--- config.mk ---
export PLATFORM = sky130hd
export DESIGN_NAME = charger_status_control_regs
export DESIGN_NICKNAME = d
export VERILOG_FILES = /design/src/inc/charger_regs_pkg.sv /design/src/hdl/i2c_line_events.sv /design/src/hdl/state_report_builder.sv /design/src/hdl/charger_status_control_regs.sv
export SDC_FILE = /design/constraint.sdc
export NUM_CORES = 1
export LEC_CHECK = 0
export BUFFER_PORTS_ARGS = -buffer_cell sky130_fd_sc_hd__buf_2
export CAP_MARGIN = 10
export CORE_ASPECT_RATIO = 1.25
export CORE_MARGIN = 4
export CORE_UTILIZATION = 55
export DETAILED_ROUTE_END_ITERATION = 12
export PLACE_DENSITY = 0.83
export SLEW_MARGIN = 20
export SYNTH_ARGS = -nofsm -noshare
export SYNTH_HDL_FRONTEND = slang
export SYNTH_HIERARCHICAL = 1
export SYNTH_SLANG_ARGS = --single-unit
export TNS_END_PERCENT = 100
--- constraint.sdc ---
create_clock -name clk_i -period 2.4 [get_ports clk_i]
set_clock_uncertainty 0.2 [all_clocks]
set_input_delay 0.36 -clock clk_i [delete_from_list [all_inputs] [get_ports clk_i]]
set_output_delay 0.36 -clock clk_i [all_outputs]
set_load 0.01 [all_outputs]
--- src/inc/charger_regs_pkg.sv ---
package charger_regs_pkg;
  // link address and register indexes
  localparam logic [6:0] DEV_ADDR = 7'h36;
  localparam logic [7:0] STATE_REPORT_IDX = 8'h00;
  localparam logic [7:0] MAIN_CONTROL_IDX = 8'h01;
  localparam logic [3:0] BITS_PER_BYTE = 4'h8;

  // state field codes
  localparam logic [3:0] LAST_CHARGE_CODE = 4'hB;
  localparam logic [3:0] FAULT_CODE = 4'hB;
  localparam logic [3:0] BOOST_WAIT_CODE = 4'hC;
  localparam logic [3:0] BOOST_RUN_CODE = 4'hD;
  localparam logic [3:0] BOOST_OVERLOAD_CODE = 4'hE;

  // boost phase reported by the boost controller
  typedef enum logic [1:0] {
    BOOST_WAIT = 2'h0,
    BOOST_RUN = 2'h1,
    BOOST_OVERLOAD = 2'h2
  } boost_phase_type;

  // status byte layout, bit 7 first
  typedef struct packed {
    logic [3:0] state;
    logic batfet_present;
    logic thermistor_present;
    logic status_event_summary;
    logic fault_event_summary;
  } state_report_type;

  // control byte layout, bit 7 first
  typedef struct packed {
    logic reg_reset;
    logic charge_enable;
    logic boost_supply_enable;
    logic thermistor_enable;
    logic junction_temp_derate_enable;
    logic warm_battery_reduce_select;
    logic timer_restart;
    logic global_int_mask;
  } main_control_type;

  localparam main_control_type MAIN_CONTROL_RESET = 8'h51;

  // pending flags of the event registers held elsewhere
  typedef struct packed {
    logic [7:0] status_events;
    logic [7:0] charger_event_register_one;
    logic [7:0] charger_event_register_two;
    logic [7:0] boost_event_register;
  } event_regs_type;
endpackage : charger_regs_pkg

--- src/hdl/i2c_line_events.sv ---
`timescale 1ns/1ps
module i2c_line_events (
  // clock and reset
  input wire logic clk_i,
  input wire logic resetn_i,
  // bus lines
  input wire logic scl_i,
  input wire logic sda_i,
  // detected events, one cycle each
  output logic scl_rise_o,
  output logic scl_fall_o,
  output logic start_o,
  output logic stop_o
);
  logic scl_prev_r;
  logic sda_prev_r;

  // previous line levels, idle bus is high
  always_ff @(posedge clk_i or negedge resetn_i) begin
    if (!resetn_i) begin
      scl_prev_r <= 1'b1;
      sda_prev_r <= 1'b1;
    end else begin
      scl_prev_r <= scl_i;
      sda_prev_r <= sda_i;
    end
  end

  // sda moving while scl high marks start or stop
  assign scl_rise_o = !scl_prev_r && scl_i;
  assign scl_fall_o = scl_prev_r && !scl_i;
  assign start_o = scl_prev_r && scl_i && sda_prev_r && !sda_i;
  assign stop_o = scl_prev_r && scl_i && !sda_prev_r && sda_i;
endmodule : i2c_line_events

--- src/hdl/state_report_builder.sv ---
`timescale 1ns/1ps
module state_report_builder (
  // charge and boost state
  input wire logic [3:0] charge_state_i,
  input wire logic boost_active_i,
  input charger_regs_pkg::boost_phase_type boost_phase_i,
  // presence detection
  input wire logic batfet_present_i,
  input wire logic thermistor_present_i,
  // pending event flags
  input charger_regs_pkg::event_regs_type event_regs_i,
  // assembled status byte
  output charger_regs_pkg::state_report_type report_o
);
  import charger_regs_pkg::*;

  // whole status byte from one process; boost codes win in boost mode
  always_comb begin
    report_o.state = FAULT_CODE;
    if (boost_active_i) begin
      unique case (boost_phase_i)
        BOOST_WAIT: report_o.state = BOOST_WAIT_CODE;
        BOOST_RUN: report_o.state = BOOST_RUN_CODE;
        BOOST_OVERLOAD: report_o.state = BOOST_OVERLOAD_CODE;
        default: report_o.state = BOOST_OVERLOAD_CODE;
      endcase
    end else if (charge_state_i <= LAST_CHARGE_CODE) begin
      report_o.state = charge_state_i;
    end
    // live presence bits and event summaries
    report_o.batfet_present = batfet_present_i;
    report_o.thermistor_present = thermistor_present_i;
    report_o.status_event_summary =
      |event_regs_i.status_events;
    report_o.fault_event_summary =
      |{event_regs_i.charger_event_register_one,
        event_regs_i.charger_event_register_two,
        event_regs_i.boost_event_register};
  end
endmodule : state_report_builder

--- src/hdl/charger_status_control_regs.sv ---
`timescale 1ns/1ps
// Functional notes
// - answer only 7-bit address 0110110; lowest bit picks read or write
// - status bits 7-4 carry the charge state code 0000 to 1011
// - in boost mode the state field shows 1100, 1101 or 1110
// - status bit 3 shows battery fet presence, read-only, not register-reset
// - status bit 2 shows thermistor presence, read-only
// - status bit 1 is high while any status-event flag is pending
// - status bit 0 is high while any charger or boost event is pending
// - writing 1 to control bit 7 resets all registers; bit reads 0
// - control bit 6 low halts charging, high enables it; resets high
// - control bit 5 or the otg pin requests boost; bit resets low
// - bit 4 high lets battery temperature shape charging; resets high
// - control bit 3 high derates current when junction is hot; resets low
// - warm battery holds charge when bit 2 is 0, reduces when 1
// - writing 1 to control bit 1 restarts the charge timer, self-clearing
// - control bit 0 high masks all interrupts; resets high
// - writes take index then data bytes at incrementing indexes
// - reads start at the last written index and auto-increment
module charger_status_control_regs (
  // clock and reset
  input wire logic clk_i,
  input wire logic resetn_i,
  // serial bus
  input wire logic scl_i,
  input wire logic sda_i,
  output logic sda_o,
  output logic sda_oe_o,
  // charger core state
  input wire logic [3:0] charge_state_i,
  input wire logic boost_active_i,
  input charger_regs_pkg::boost_phase_type boost_phase_i,
  input wire logic batfet_present_i,
  input wire logic thermistor_present_i,
  input charger_regs_pkg::event_regs_type event_regs_i,
  // sensed conditions and pins
  input wire logic otg_pin_i,
  input wire logic battery_warm_i,
  input wire logic junction_hot_i,
  input wire logic event_pulse_i,
  // controls to the charger core
  output logic charge_enable_o,
  output logic boost_request_o,
  output logic temp_profile_enable_o,
  output logic current_derate_o,
  output logic charge_hold_o,
  output logic charge_reduce_o,
  output logic charge_timer_restart_o,
  output logic register_reset_o,
  output logic interrupt_mask_o,
  output logic flag_event_o
);
  import charger_regs_pkg::*;

  typedef enum logic [8:0] {
    S_IDLE = 9'h001,
    S_ADDR = 9'h002,
    S_ADDR_ACK = 9'h004,
    S_INDEX = 9'h008,
    S_INDEX_ACK = 9'h010,
    S_WDATA = 9'h020,
    S_WDATA_ACK = 9'h040,
    S_RDATA = 9'h080,
    S_RDATA_ACK = 9'h100
  } link_state_type;

  logic [1:0] reset_sync_r;
  logic sys_resetn;
  logic scl_rise;
  logic scl_fall;
  logic start_seen;
  logic stop_seen;
  link_state_type state_r;
  link_state_type state_nxt;
  logic [3:0] bit_cnt_r;
  logic [7:0] shift_r;
  logic [7:0] tx_r;
  logic [7:0] index_r;
  logic read_op_r;
  logic master_nack_r;
  logic sda_oe_r;
  logic sda_level_r;
  logic byte_done;
  logic addr_hit;
  logic write_fire;
  logic ctrl_write;
  logic read_fire;
  logic [7:0] rd_byte;
  state_report_type state_report;
  main_control_type ctrl_r;
  logic boost_request_r;
  logic derate_r;
  logic hold_r;
  logic reduce_r;
  logic reg_reset_pulse_r;
  logic flag_event_r;

  // read decode; action bits always read as zero
  function automatic logic [7:0] read_reg(input logic [7:0] idx,
                                          input state_report_type rep,
                                          input main_control_type ctl);
    main_control_type vis;
    vis = ctl;
    vis.reg_reset = 1'b0;
    vis.timer_restart = 1'b0;
    if (idx == STATE_REPORT_IDX) begin
      return rep;
    end else if (idx == MAIN_CONTROL_IDX) begin
      return vis;
    end
    return 8'h00;
  endfunction : read_reg

  // reset release through two flip-flops
  always_ff @(posedge clk_i or negedge resetn_i) begin
    if (!resetn_i) begin
      reset_sync_r <= 2'b00;
    end else begin
      reset_sync_r <= {reset_sync_r[0], 1'b1};
    end
  end
  assign sys_resetn = reset_sync_r[1];

  i2c_line_events u_line_events (
    .clk_i(clk_i),
    .resetn_i(sys_resetn),
    .scl_i(scl_i),
    .sda_i(sda_i),
    .scl_rise_o(scl_rise),
    .scl_fall_o(scl_fall),
    .start_o(start_seen),
    .stop_o(stop_seen)
  );

  state_report_builder u_report (
    .charge_state_i(charge_state_i),
    .boost_active_i(boost_active_i),
    .boost_phase_i(boost_phase_i),
    .batfet_present_i(batfet_present_i),
    .thermistor_present_i(thermistor_present_i),
    .event_regs_i(event_regs_i),
    .report_o(state_report)
  );

  // byte framing helpers
  assign byte_done = bit_cnt_r == BITS_PER_BYTE;
  assign addr_hit = shift_r[7:1] == DEV_ADDR;
  assign write_fire = scl_fall && state_r == S_WDATA && byte_done;
  assign ctrl_write = write_fire && index_r == MAIN_CONTROL_IDX;
  assign read_fire = scl_fall && state_r == S_RDATA && byte_done;
  assign rd_byte = read_reg(index_r, state_report, ctrl_r);

  // link sequencing, advanced on scl falling edges
  always_comb begin
    state_nxt = state_r;
    if (stop_seen) begin
      state_nxt = S_IDLE;
    end else if (start_seen) begin
      state_nxt = S_ADDR;
    end else if (scl_fall) begin
      unique case (state_r)
        S_IDLE: state_nxt = S_IDLE;
        S_ADDR: begin
          if (byte_done) begin
            state_nxt = addr_hit ? S_ADDR_ACK : S_IDLE;
          end
        end
        S_ADDR_ACK: state_nxt = read_op_r ? S_RDATA : S_INDEX;
        S_INDEX: begin
          if (byte_done) begin
            state_nxt = S_INDEX_ACK;
          end
        end
        S_INDEX_ACK: state_nxt = S_WDATA;
        S_WDATA: begin
          if (byte_done) begin
            state_nxt = S_WDATA_ACK;
          end
        end
        S_WDATA_ACK: state_nxt = S_WDATA;
        S_RDATA: begin
          if (byte_done) begin
            state_nxt = S_RDATA_ACK;
          end
        end
        S_RDATA_ACK: state_nxt = master_nack_r ? S_IDLE : S_RDATA;
      endcase
    end
  end

  always_ff @(posedge clk_i or negedge sys_resetn) begin
    if (!sys_resetn) begin
      state_r <= S_IDLE;
    end else begin
      state_r <= state_nxt;
    end
  end

  // bit counting and receive shifting on scl rising edges
  always_ff @(posedge clk_i or negedge sys_resetn) begin
    if (!sys_resetn) begin
      bit_cnt_r <= 4'h0;
      shift_r <= 8'h00;
      read_op_r <= 1'b0;
      master_nack_r <= 1'b0;
    end else begin
      if (start_seen || state_nxt != state_r) begin
        bit_cnt_r <= 4'h0;
      end else if (scl_rise && (state_r == S_ADDR ||
                   state_r == S_INDEX || state_r == S_WDATA ||
                   state_r == S_RDATA)) begin
        bit_cnt_r <= bit_cnt_r + 4'h1;
      end
      if (scl_rise && (state_r == S_ADDR || state_r == S_INDEX ||
                       state_r == S_WDATA)) begin
        shift_r <= {shift_r[6:0], sda_i};
      end
      if (scl_fall && state_r == S_ADDR && byte_done) begin
        read_op_r <= shift_r[0];
      end
      if (scl_rise && state_r == S_RDATA_ACK) begin
        master_nack_r <= sda_i;
      end
    end
  end

  // data line drive: acknowledge, then read bits msb first
  always_ff @(posedge clk_i or negedge sys_resetn) begin
    if (!sys_resetn) begin
      sda_oe_r <= 1'b0;
      tx_r <= 8'h00;
    end else if (start_seen || stop_seen) begin
      sda_oe_r <= 1'b0;
    end else if (scl_fall) begin
      if (state_nxt == S_ADDR_ACK || state_nxt == S_INDEX_ACK ||
          state_nxt == S_WDATA_ACK) begin
        sda_oe_r <= 1'b1;
      end else if (state_nxt == S_RDATA && state_r != S_RDATA) begin
        sda_oe_r <= !rd_byte[7];
        tx_r <= {rd_byte[6:0], 1'b0};
      end else if (state_nxt == S_RDATA) begin
        sda_oe_r <= !tx_r[7];
        tx_r <= {tx_r[6:0], 1'b0};
      end else begin
        sda_oe_r <= 1'b0;
      end
    end
  end

  // open-drain pin only ever pulls low
  always_ff @(posedge clk_i or negedge sys_resetn) begin
    if (!sys_resetn) begin
      sda_level_r <= 1'b0;
    end else begin
      sda_level_r <= 1'b0;
    end
  end

  // register index: set by the write, kept for later reads
  always_ff @(posedge clk_i or negedge sys_resetn) begin
    if (!sys_resetn) begin
      index_r <= 8'h00;
    end else if (scl_fall && state_r == S_INDEX && byte_done) begin
      index_r <= shift_r;
    end else if (write_fire) begin
      index_r <= index_r + 8'h01;
    end else if (read_fire) begin
      index_r <= index_r + 8'h01;
    end
  end

  // control register with reset and self-clearing action bits
  always_ff @(posedge clk_i or negedge sys_resetn) begin
    if (!sys_resetn) begin
      ctrl_r <= MAIN_CONTROL_RESET;
    end else if (ctrl_write && shift_r[7]) begin
      ctrl_r <= MAIN_CONTROL_RESET;
    end else if (ctrl_write) begin
      ctrl_r <= main_control_type'({1'b0, shift_r[6:0]});
    end else begin
      ctrl_r.timer_restart <= 1'b0;
    end
  end

  // pulse asking the other registers to reset
  always_ff @(posedge clk_i or negedge sys_resetn) begin
    if (!sys_resetn) begin
      reg_reset_pulse_r <= 1'b0;
    end else begin
      reg_reset_pulse_r <= ctrl_write && shift_r[7];
    end
  end

  // derived control levels toward the charger core
  always_ff @(posedge clk_i or negedge sys_resetn) begin
    if (!sys_resetn) begin
      boost_request_r <= 1'b0;
      derate_r <= 1'b0;
      hold_r <= 1'b0;
      reduce_r <= 1'b0;
    end else begin
      boost_request_r <= ctrl_r.boost_supply_enable || otg_pin_i;
      derate_r <= junction_hot_i &&
                  ctrl_r.junction_temp_derate_enable;
      hold_r <= battery_warm_i && ctrl_r.thermistor_enable &&
                !ctrl_r.warm_battery_reduce_select;
      reduce_r <= battery_warm_i && ctrl_r.thermistor_enable &&
                  ctrl_r.warm_battery_reduce_select;
    end
  end

  // event pulse gated by the global mask
  always_ff @(posedge clk_i or negedge sys_resetn) begin
    if (!sys_resetn) begin
      flag_event_r <= 1'b0;
    end else begin
      flag_event_r <= event_pulse_i &&
                      !ctrl_r.global_int_mask;
    end
  end

  // outputs, each from a flip-flop
  assign sda_o = sda_level_r;
  assign sda_oe_o = sda_oe_r;
  assign charge_enable_o = ctrl_r.charge_enable;
  assign boost_request_o = boost_request_r;
  assign temp_profile_enable_o = ctrl_r.thermistor_enable;
  assign current_derate_o = derate_r;
  assign charge_hold_o = hold_r;
  assign charge_reduce_o = reduce_r;
  assign charge_timer_restart_o = ctrl_r.timer_restart;
  assign register_reset_o = reg_reset_pulse_r;
  assign interrupt_mask_o = ctrl_r.global_int_mask;
  assign flag_event_o = flag_event_r;
endmodule : charger_status_control_regs

Word level (Yosys, flattened, before mapping)
Cells that the tools add are included.
{"block": "op_classes", "bitwise": 2, "magnitude_cmp": 1, "eq_ne": 19, "n_mux": 35, "add_sub_neg": 2, "reduce_logical": 53}
{"op": "$mux 8", "count": 10}
{"op": "$pmux 9 s8", "count": 1}
{"op": "$mux 9", "count": 7}
{"op": "$logic_and 1x1->1", "count": 26}
{"op": "$reduce_or 24->1", "count": 1}
{"op": "$eq 9x3->1 const B", "count": 2}
{"op": "$eq 9x5->1 const B", "count": 2}
{"op": "$eq 9x7->1 const B", "count": 2}
{"op": "$eq 9x8->1 const B", "count": 2}
{"op": "$mux 4", "count": 4}
{"op": "$eq 9x1->1 const B", "count": 1}
{"op": "$eq 9x2->1 const B", "count": 1}
{"op": "$eq 9x4->1 const B", "count": 1}
{"op": "$eq 9x6->1 const B", "count": 1}
{"op": "$eq 9x9->1 const B", "count": 1}
{"op": "$mux 1", "count": 9}
{"op": "$ne 9x8->1 const B", "count": 1}
{"op": "$ne 9x9->1", "count": 1}
{"op": "$add 8x1->8 const B", "count": 1}
{"op": "$eq 8x1->1 const B", "count": 1}
{"op": "$logic_not 1->1", "count": 8}
{"op": "$logic_not 8->1", "count": 1}
{"op": "$logic_or 1x1->1", "count": 8}
{"op": "$reduce_bool 2->1", "count": 4}
{"op": "other kinds (15)", "count": 16}
{"block": "totals", "reg_bits": 57, "elab_cells": 136, "output_inout_bits": 12}

Logic depth before layout (Yosys ltp)
{"block": "logic_depth", "word_depth": 13, "mapped_depth": 11}

By module
The synthesis kept the hierarchy.
{"mod": "charger_status_control_regs", "area_each_um2": 3031.7, "cells_per_inst": 319, "seq_area_each_um2": 1356.3, "instances": 1}
{"mod": "state_report_builder", "area_each_um2": 131.4, "cells_per_inst": 22, "seq_area_each_um2": 0.0, "instances": 1}
{"mod": "i2c_line_events", "area_each_um2": 85.1, "cells_per_inst": 6, "seq_area_each_um2": 52.6, "instances": 1}

Least setup slack after synthesis
Ideal clock, no wire load.
{"block": "synth_timing", "kind": "reg2reg", "start": "register u_line_events.scl_prev_r", "end": "register sda_oe_r, in the netlist sda_oe_o", "path_buffers": 2, "t_required_ns": 2.064, "path_stages_with_launch": 11, "period_less_slack_ns": 2.805, "slack_ns": -0.405, "t_arrival_ns": 2.469, "setup_time_ns": 0.136, "cell_sequence": "dfstp_2 nor2b_1 clkbuf_1 and4b_1 clkbuf_1 nand4_1 a21boi_0 a31o_2 and4_1 a211oi_1 o41ai_2"}
{"block": "synth_between", "word_cells_on_any_way": 23, "classes_between": "eq/ne: 4; mux: 8; reduce/logical: 11"}
{"element": "start: declaration", "line": "i2c_line_events.sv:15", "rtl": "logic scl_prev_r;"}
{"element": "start signal: assignment", "line": "i2c_line_events.sv:24", "rtl": "scl_prev_r <= scl_i;"}
{"element": "$logic_and 1x1->1 (*)", "line": "i2c_line_events.sv:31", "rtl": "assign scl_fall_o = scl_prev_r && !scl_i;"}
{"element": "net scl_fall", "line": "charger_status_control_regs.sv:70", "rtl": "logic scl_fall;"}
{"element": "$mux 9", "line": "charger_status_control_regs.sv:160", "rtl": "end else if (scl_fall) begin"}
{"element": "$mux 9", "line": "charger_status_control_regs.sv:158", "rtl": "end else if (start_seen) begin"}
{"element": "$mux 9", "line": "charger_status_control_regs.sv:156", "rtl": "if (stop_seen) begin"}
{"element": "$eq 9x8->1, or another cell as far along", "line": "charger_status_control_regs.sv:238, charger_status_control_regs.sv:241"}
{"element": "$mux 1, or another cell as far along", "line": "charger_status_control_regs.sv:241", "rtl": "end else if (state_nxt == S_RDATA) begin"}
{"element": "$mux 1 / $logic_or 1x1->1 (equally long branches)", "line": "charger_status_control_regs.sv:238, charger_status_control_regs.sv:235"}
{"element": "$mux 1", "line": "charger_status_control_regs.sv:235", "rtl": "if (state_nxt == S_ADDR_ACK || state_nxt == S_INDEX_ACK ||"}
{"element": "$mux 1", "line": "charger_status_control_regs.sv:234", "rtl": "end else if (scl_fall) begin"}
{"element": "$mux 1", "line": "charger_status_control_regs.sv:232", "rtl": "end else if (start_seen || stop_seen) begin"}
{"element": "end signal: assignment", "line": "charger_status_control_regs.sv:239", "rtl": "sda_oe_r <= !rd_byte[7];"}
{"element": "end signal: assignment", "line": "charger_status_control_regs.sv:242", "rtl": "sda_oe_r <= !tx_r[7];"}
{"element": "end: declaration", "line": "charger_status_control_regs.sv:81", "rtl": "logic sda_oe_r;"}
Mark *: on every way through the listed nets, which the timed path passes. The rest lies on a longest branch. The select of a mux whose other input is x is not followed.
A chain may end at the register's enable or synchronous reset.

Final worst setup path
{"block": "layout_timing", "start": "register state_r[1]", "end": "register sda_oe_r, in the netlist sda_oe_o"}
{"block": "layout_between", "elab_chain_cells": 12, "word_cells_on_any_way": 31, "classes_between": "eq/ne: 14; mux: 13; reduce/logical: 4"}
{"element": "start: declaration", "line": "charger_status_control_regs.sv:73", "rtl": "link_state_type state_r;"}
{"element": "start signal: assignment", "line": "charger_status_control_regs.sv:195", "rtl": "state_r <= state_nxt;"}
{"element": "$eq 9x7->1 / $eq 9x5->1 (equally long branches)", "line": "charger_status_control_regs.sv:161", "rtl": "unique case (state_r)"}
{"element": "$reduce_or 2->1 (no source line)"}
{"element": "$pmux 9 s8 (*)", "line": "charger_status_control_regs.sv:161"}
{"element": "$mux 9 (*)", "line": "charger_status_control_regs.sv:160"}
{"element": "$mux 9 (*)", "line": "charger_status_control_regs.sv:158"}
{"element": "$mux 9 (*)", "line": "charger_status_control_regs.sv:156"}
{"element": "net state_nxt[7]", "line": "charger_status_control_regs.sv:74", "rtl": "link_state_type state_nxt;"}
{"element": "$eq 9x8->1, or another cell as far along", "line": "charger_status_control_regs.sv:238, charger_status_control_regs.sv:241"}
{"element": "$mux 1, or another cell as far along", "line": "charger_status_control_regs.sv:241"}
{"element": "$mux 1 / $logic_or 1x1->1 (equally long branches)", "line": "charger_status_control_regs.sv:238, charger_status_control_regs.sv:235"}
{"element": "$mux 1 (*)", "line": "charger_status_control_regs.sv:235"}
{"element": "$mux 1 (*)", "line": "charger_status_control_regs.sv:234"}
{"element": "$mux 1 (*)", "line": "charger_status_control_regs.sv:232"}
Marks and branches as above.

==> impl_metrics.toml <==
[outcome]
run_status = "finished with violations"
violations = "setup timing"

[route]
firstDrtPassIters = 5
drt-vias-per-instance = 6.00
ant_nets = 0
drt_drc_violations_left = 0
route.final.wire_length_um = 9590
drt-wirelength-per-cell_um = 18.0
drt-initial-drc-count = 311
via_count = 3194

[sta]
rsz0062_at_grt = "yes"
setup_viol_count_final = 13
tns_ps = -3640
hold_viol = 0
holdWs_ps = 64.8
final_period_minus_worst_setup_slack_ps = 2750
worst_slack_ps = -355
max_clock_freq_mhz = 363
slew_violations = 0
layout_worst_path_cycle_share_pct = 115

[worst_hold_path]
hold_path.startpoint = "event_pulse_i"
worst_hold_path_type = "in -> reg"

[critical_path]
crit_fanout = 5
kind_of_start_point_of_the_critical_path = "register"
worst-endpoint-required_ps = 2420
critical-path-slowest-cell = "sky130_fd_sc_hd__or4_4"
worstPathArrival_ps = 2770
critPathBufInv = 0
worstPathCellList = "or3_4 > or4_4 > a2111oi_4 > a31o_4 > and4_1 > a211oi_2 > o41ai_2"
crit_path_max_incr_delay_ps = 510
critical_path_endpoint_category = "register"
timing.critical_path.max_delay_family = "simple AND/OR/NAND/NOR gates"
setup.worst_path.start = "state_r[1]"
startpoint_of_the_worst_register_to_register_path = "state_r[1]"
worst-setup-path-type = "reg -> reg"

[cells_and_area]
layout_commonest_cell = "sky130_fd_sc_hd__buf_4"
fillCellCount = 385
nNetsFinal = 519
instances_no_fill = 532
num_antenna_cells = 0
mostFrequentLayoutCells = "sky130_fd_sc_hd__buf_4 (63), sky130_fd_sc_hd__buf_2 (59), sky130_fd_sc_hd__dfrtp_1 (49), sky130_fd_sc_hd__nor2_1 (34), sky130_fd_sc_hd__nand2_1 (28)"
layout-drive-gt1-share_pct = 38.4
area.growth.synth_to_final_pct = 33.7
layout.core_utilization_pct = 75.1

[clock_network]
cts.htree.levels = 2
tritoncts_clock_tree = "built"
path_clk_slew_ps = 100
numCtsBuffers = 5
clk_latency_ps = 310
cts_sinks = 56
clock_path_buffers = 2
ctsRootBufferMaster = "sky130_fd_sc_hd__clkbuf_8"

[synthesis]
synth_async_sr_flop_share_pct = 100
synth.ff_latch_count = 56
synth_seq_area_share_pct = 43.4
netlist_top_cells_area = "sky130_fd_sc_hd__dfrtp_1 (39%), sky130_fd_sc_hd__dfstp_2 (4.9%), sky130_fd_sc_hd__nor2_1 (3.9%)"
synth_cell_type_count = 58
synth.yosys.warnings = 6
synth_cells = 347
avgSynthCellArea_um2 = 9.36
synthFlopType = "sky130_fd_sc_hd__dfrtp_1"
synth.largest_area_cell = "sky130_fd_sc_hd__dfrtp_1"
synthesized_net_count = 401
synth_top_area_share_pct = 38.5
synth_area_mm2 = 0.00325
number_of_enable_flip_flop_cells_after_synthesis = 0

[placed_design]
placed_wire_length_estimate_um = 7220
placed_cells = 516
place.port_buffers = 59
place.gp.congestion = 0.964

[power_and_ir_drop]
clock_power_share_pct = 29.6
p_comb_share_pct = 15.1
power.density_cell_area_mw_per_mm2 = 421
vdd.ir_drop.worst_mv = 0.471
cell_internal_pwr_mw = 1.35
p_switching_mw = 0.476
static-leakage-power_nw = 2.04
share_seq_of_total_power_pct = 55.3
power.share.switching_pct = 26.0

[floorplanning]
dieArea_mm2 = 0.00721
design.portCount = 61
row_count = 31
floorplan.initialDensity_pct = 56.2
fp.dieW_um = 76.7
die_y_um = 93.9
coreArea_mm2 = 0.00578

[global_routing]
grt_pass1_vias = 3257
maximum_number_of_pins_on_one_net_before_global_route_repair = 44
global_route.usage.total_pct = 27.2
globalRoute.totalOverflow = 0
grt_antenna_before_repair = 0
grt_first_pass_wirelength_um = 15600

[job]
max_cap_viol_count = 0
-- worst paths after layout --
| kind | depth (start not counted) | endpoint | slack [ps] |
|---|---|---|---|
| max | 7 | sda_oe_o | -350 |
| min | 2 | flag_event_o | 60 |
| max reg2reg | 7 | sda_oe_o | -350 |
| min reg2reg | 0 | u_line_events/scl_prev_r | 70 |
| max in group asynchronous | 1 | index_r[5] | 1060 |
| min in group asynchronous | 0 | u_line_events/scl_prev_r | 70 |
-- metrics by stage --
stage	worst slack [ps]	power [mW]	cell area [um2]
finish	-355	1.83	4340
global route	-446	1.90	4340
CTS	-316	1.82	4250
detailed placement	-345	1.28	4060
global placement	-265	1.27	4060
floorplan	-199	1.14	3310
-- area by class of cell --
type | instances | area, um2 | share of cell area, %
sequential | 56 | 1410 | 32.5
clock buffer | 7 | 86.3 | 1.99
inverter | 15 | 56.3 | 1.30
multi-input combinational | 256 | 1820 | 41.8
timing repair buffer | 131 | 883 | 20.3
clock inverter | 1 | 7.51 | 0.173
tap | 66 | 82.6 | 1.90
-- kinds of logic (layout without fill, tap and decap cells) --
group	count (synthesis)	in the layout	synth area share, %
AOI/OAI and AO/OA	76	76	16.2
xor gates and xnor gates	10	10	2.70
adders and majority gates	5	5	1.93
buffers and inverters	35	154	4.89
other	2	2	0.231
DFF	56	56	43.4
and+or+nand+nor	144	144	24.4
muxes	19	19	6.28
-- timing repair --
action,4_1_cts,5_1_grt
pin swaps,4,3
resized for setup,7,16
hold endpoints to repair,12,0
setup buffers,3,2
setup endpoints to repair,12,26
hold buffers,3,0
-- power groups by stage --
stage / combinational, mW / sequential [mW] / clock [mW]
3_3_place_gp: 0.240 / 1.03 / 0
3_5_place_dp: 0.248 / 1.03 / 0
5_1_grt: 0.301 / 1.02 / 0.581
4_1_cts: 0.263 / 1.01 / 0.547
2_1_floorplan: 0.115 / 1.02 / 0
6_report: 0.276 / 1.01 / 0.541
-- synth_stat cells (all sizes together) (6+ instances only) --
cell	count
dfrtp	50
a22o	8
nor4	12
nand4	7
clkbuf	11
nor3	10
o21ai	24
mux2i	8
mux2	11
a21oi	15
nor2	34
buf	9
nand2	28
dfstp	6
inv	15
nand3	9
-- per-layer routing --
metal / wire length [um] / track usage, % / part of all wire, % / up-vias
met4: 205 / 9.52 / 2.1 / 0
met1: 3770 / 32.2 / 39 / 1547
met5: 0 / 0 / 0 / -
met2: 5200 / 50.4 / 54 / 121
li1: - / - / - / 1500
met3: 420 / 3.45 / 4.4 / 26
-- flip-flops by register name (all words and copies together) (netlist names), 2 cells and up --
register / count
tx_r: 7
state_r: 9
ctrl_r: 3
shift_r: 8
index_r: 8
reset_sync_r: 2
bit_cnt_r: 4
Note: power is estimated with default switching activity, not from simulation.
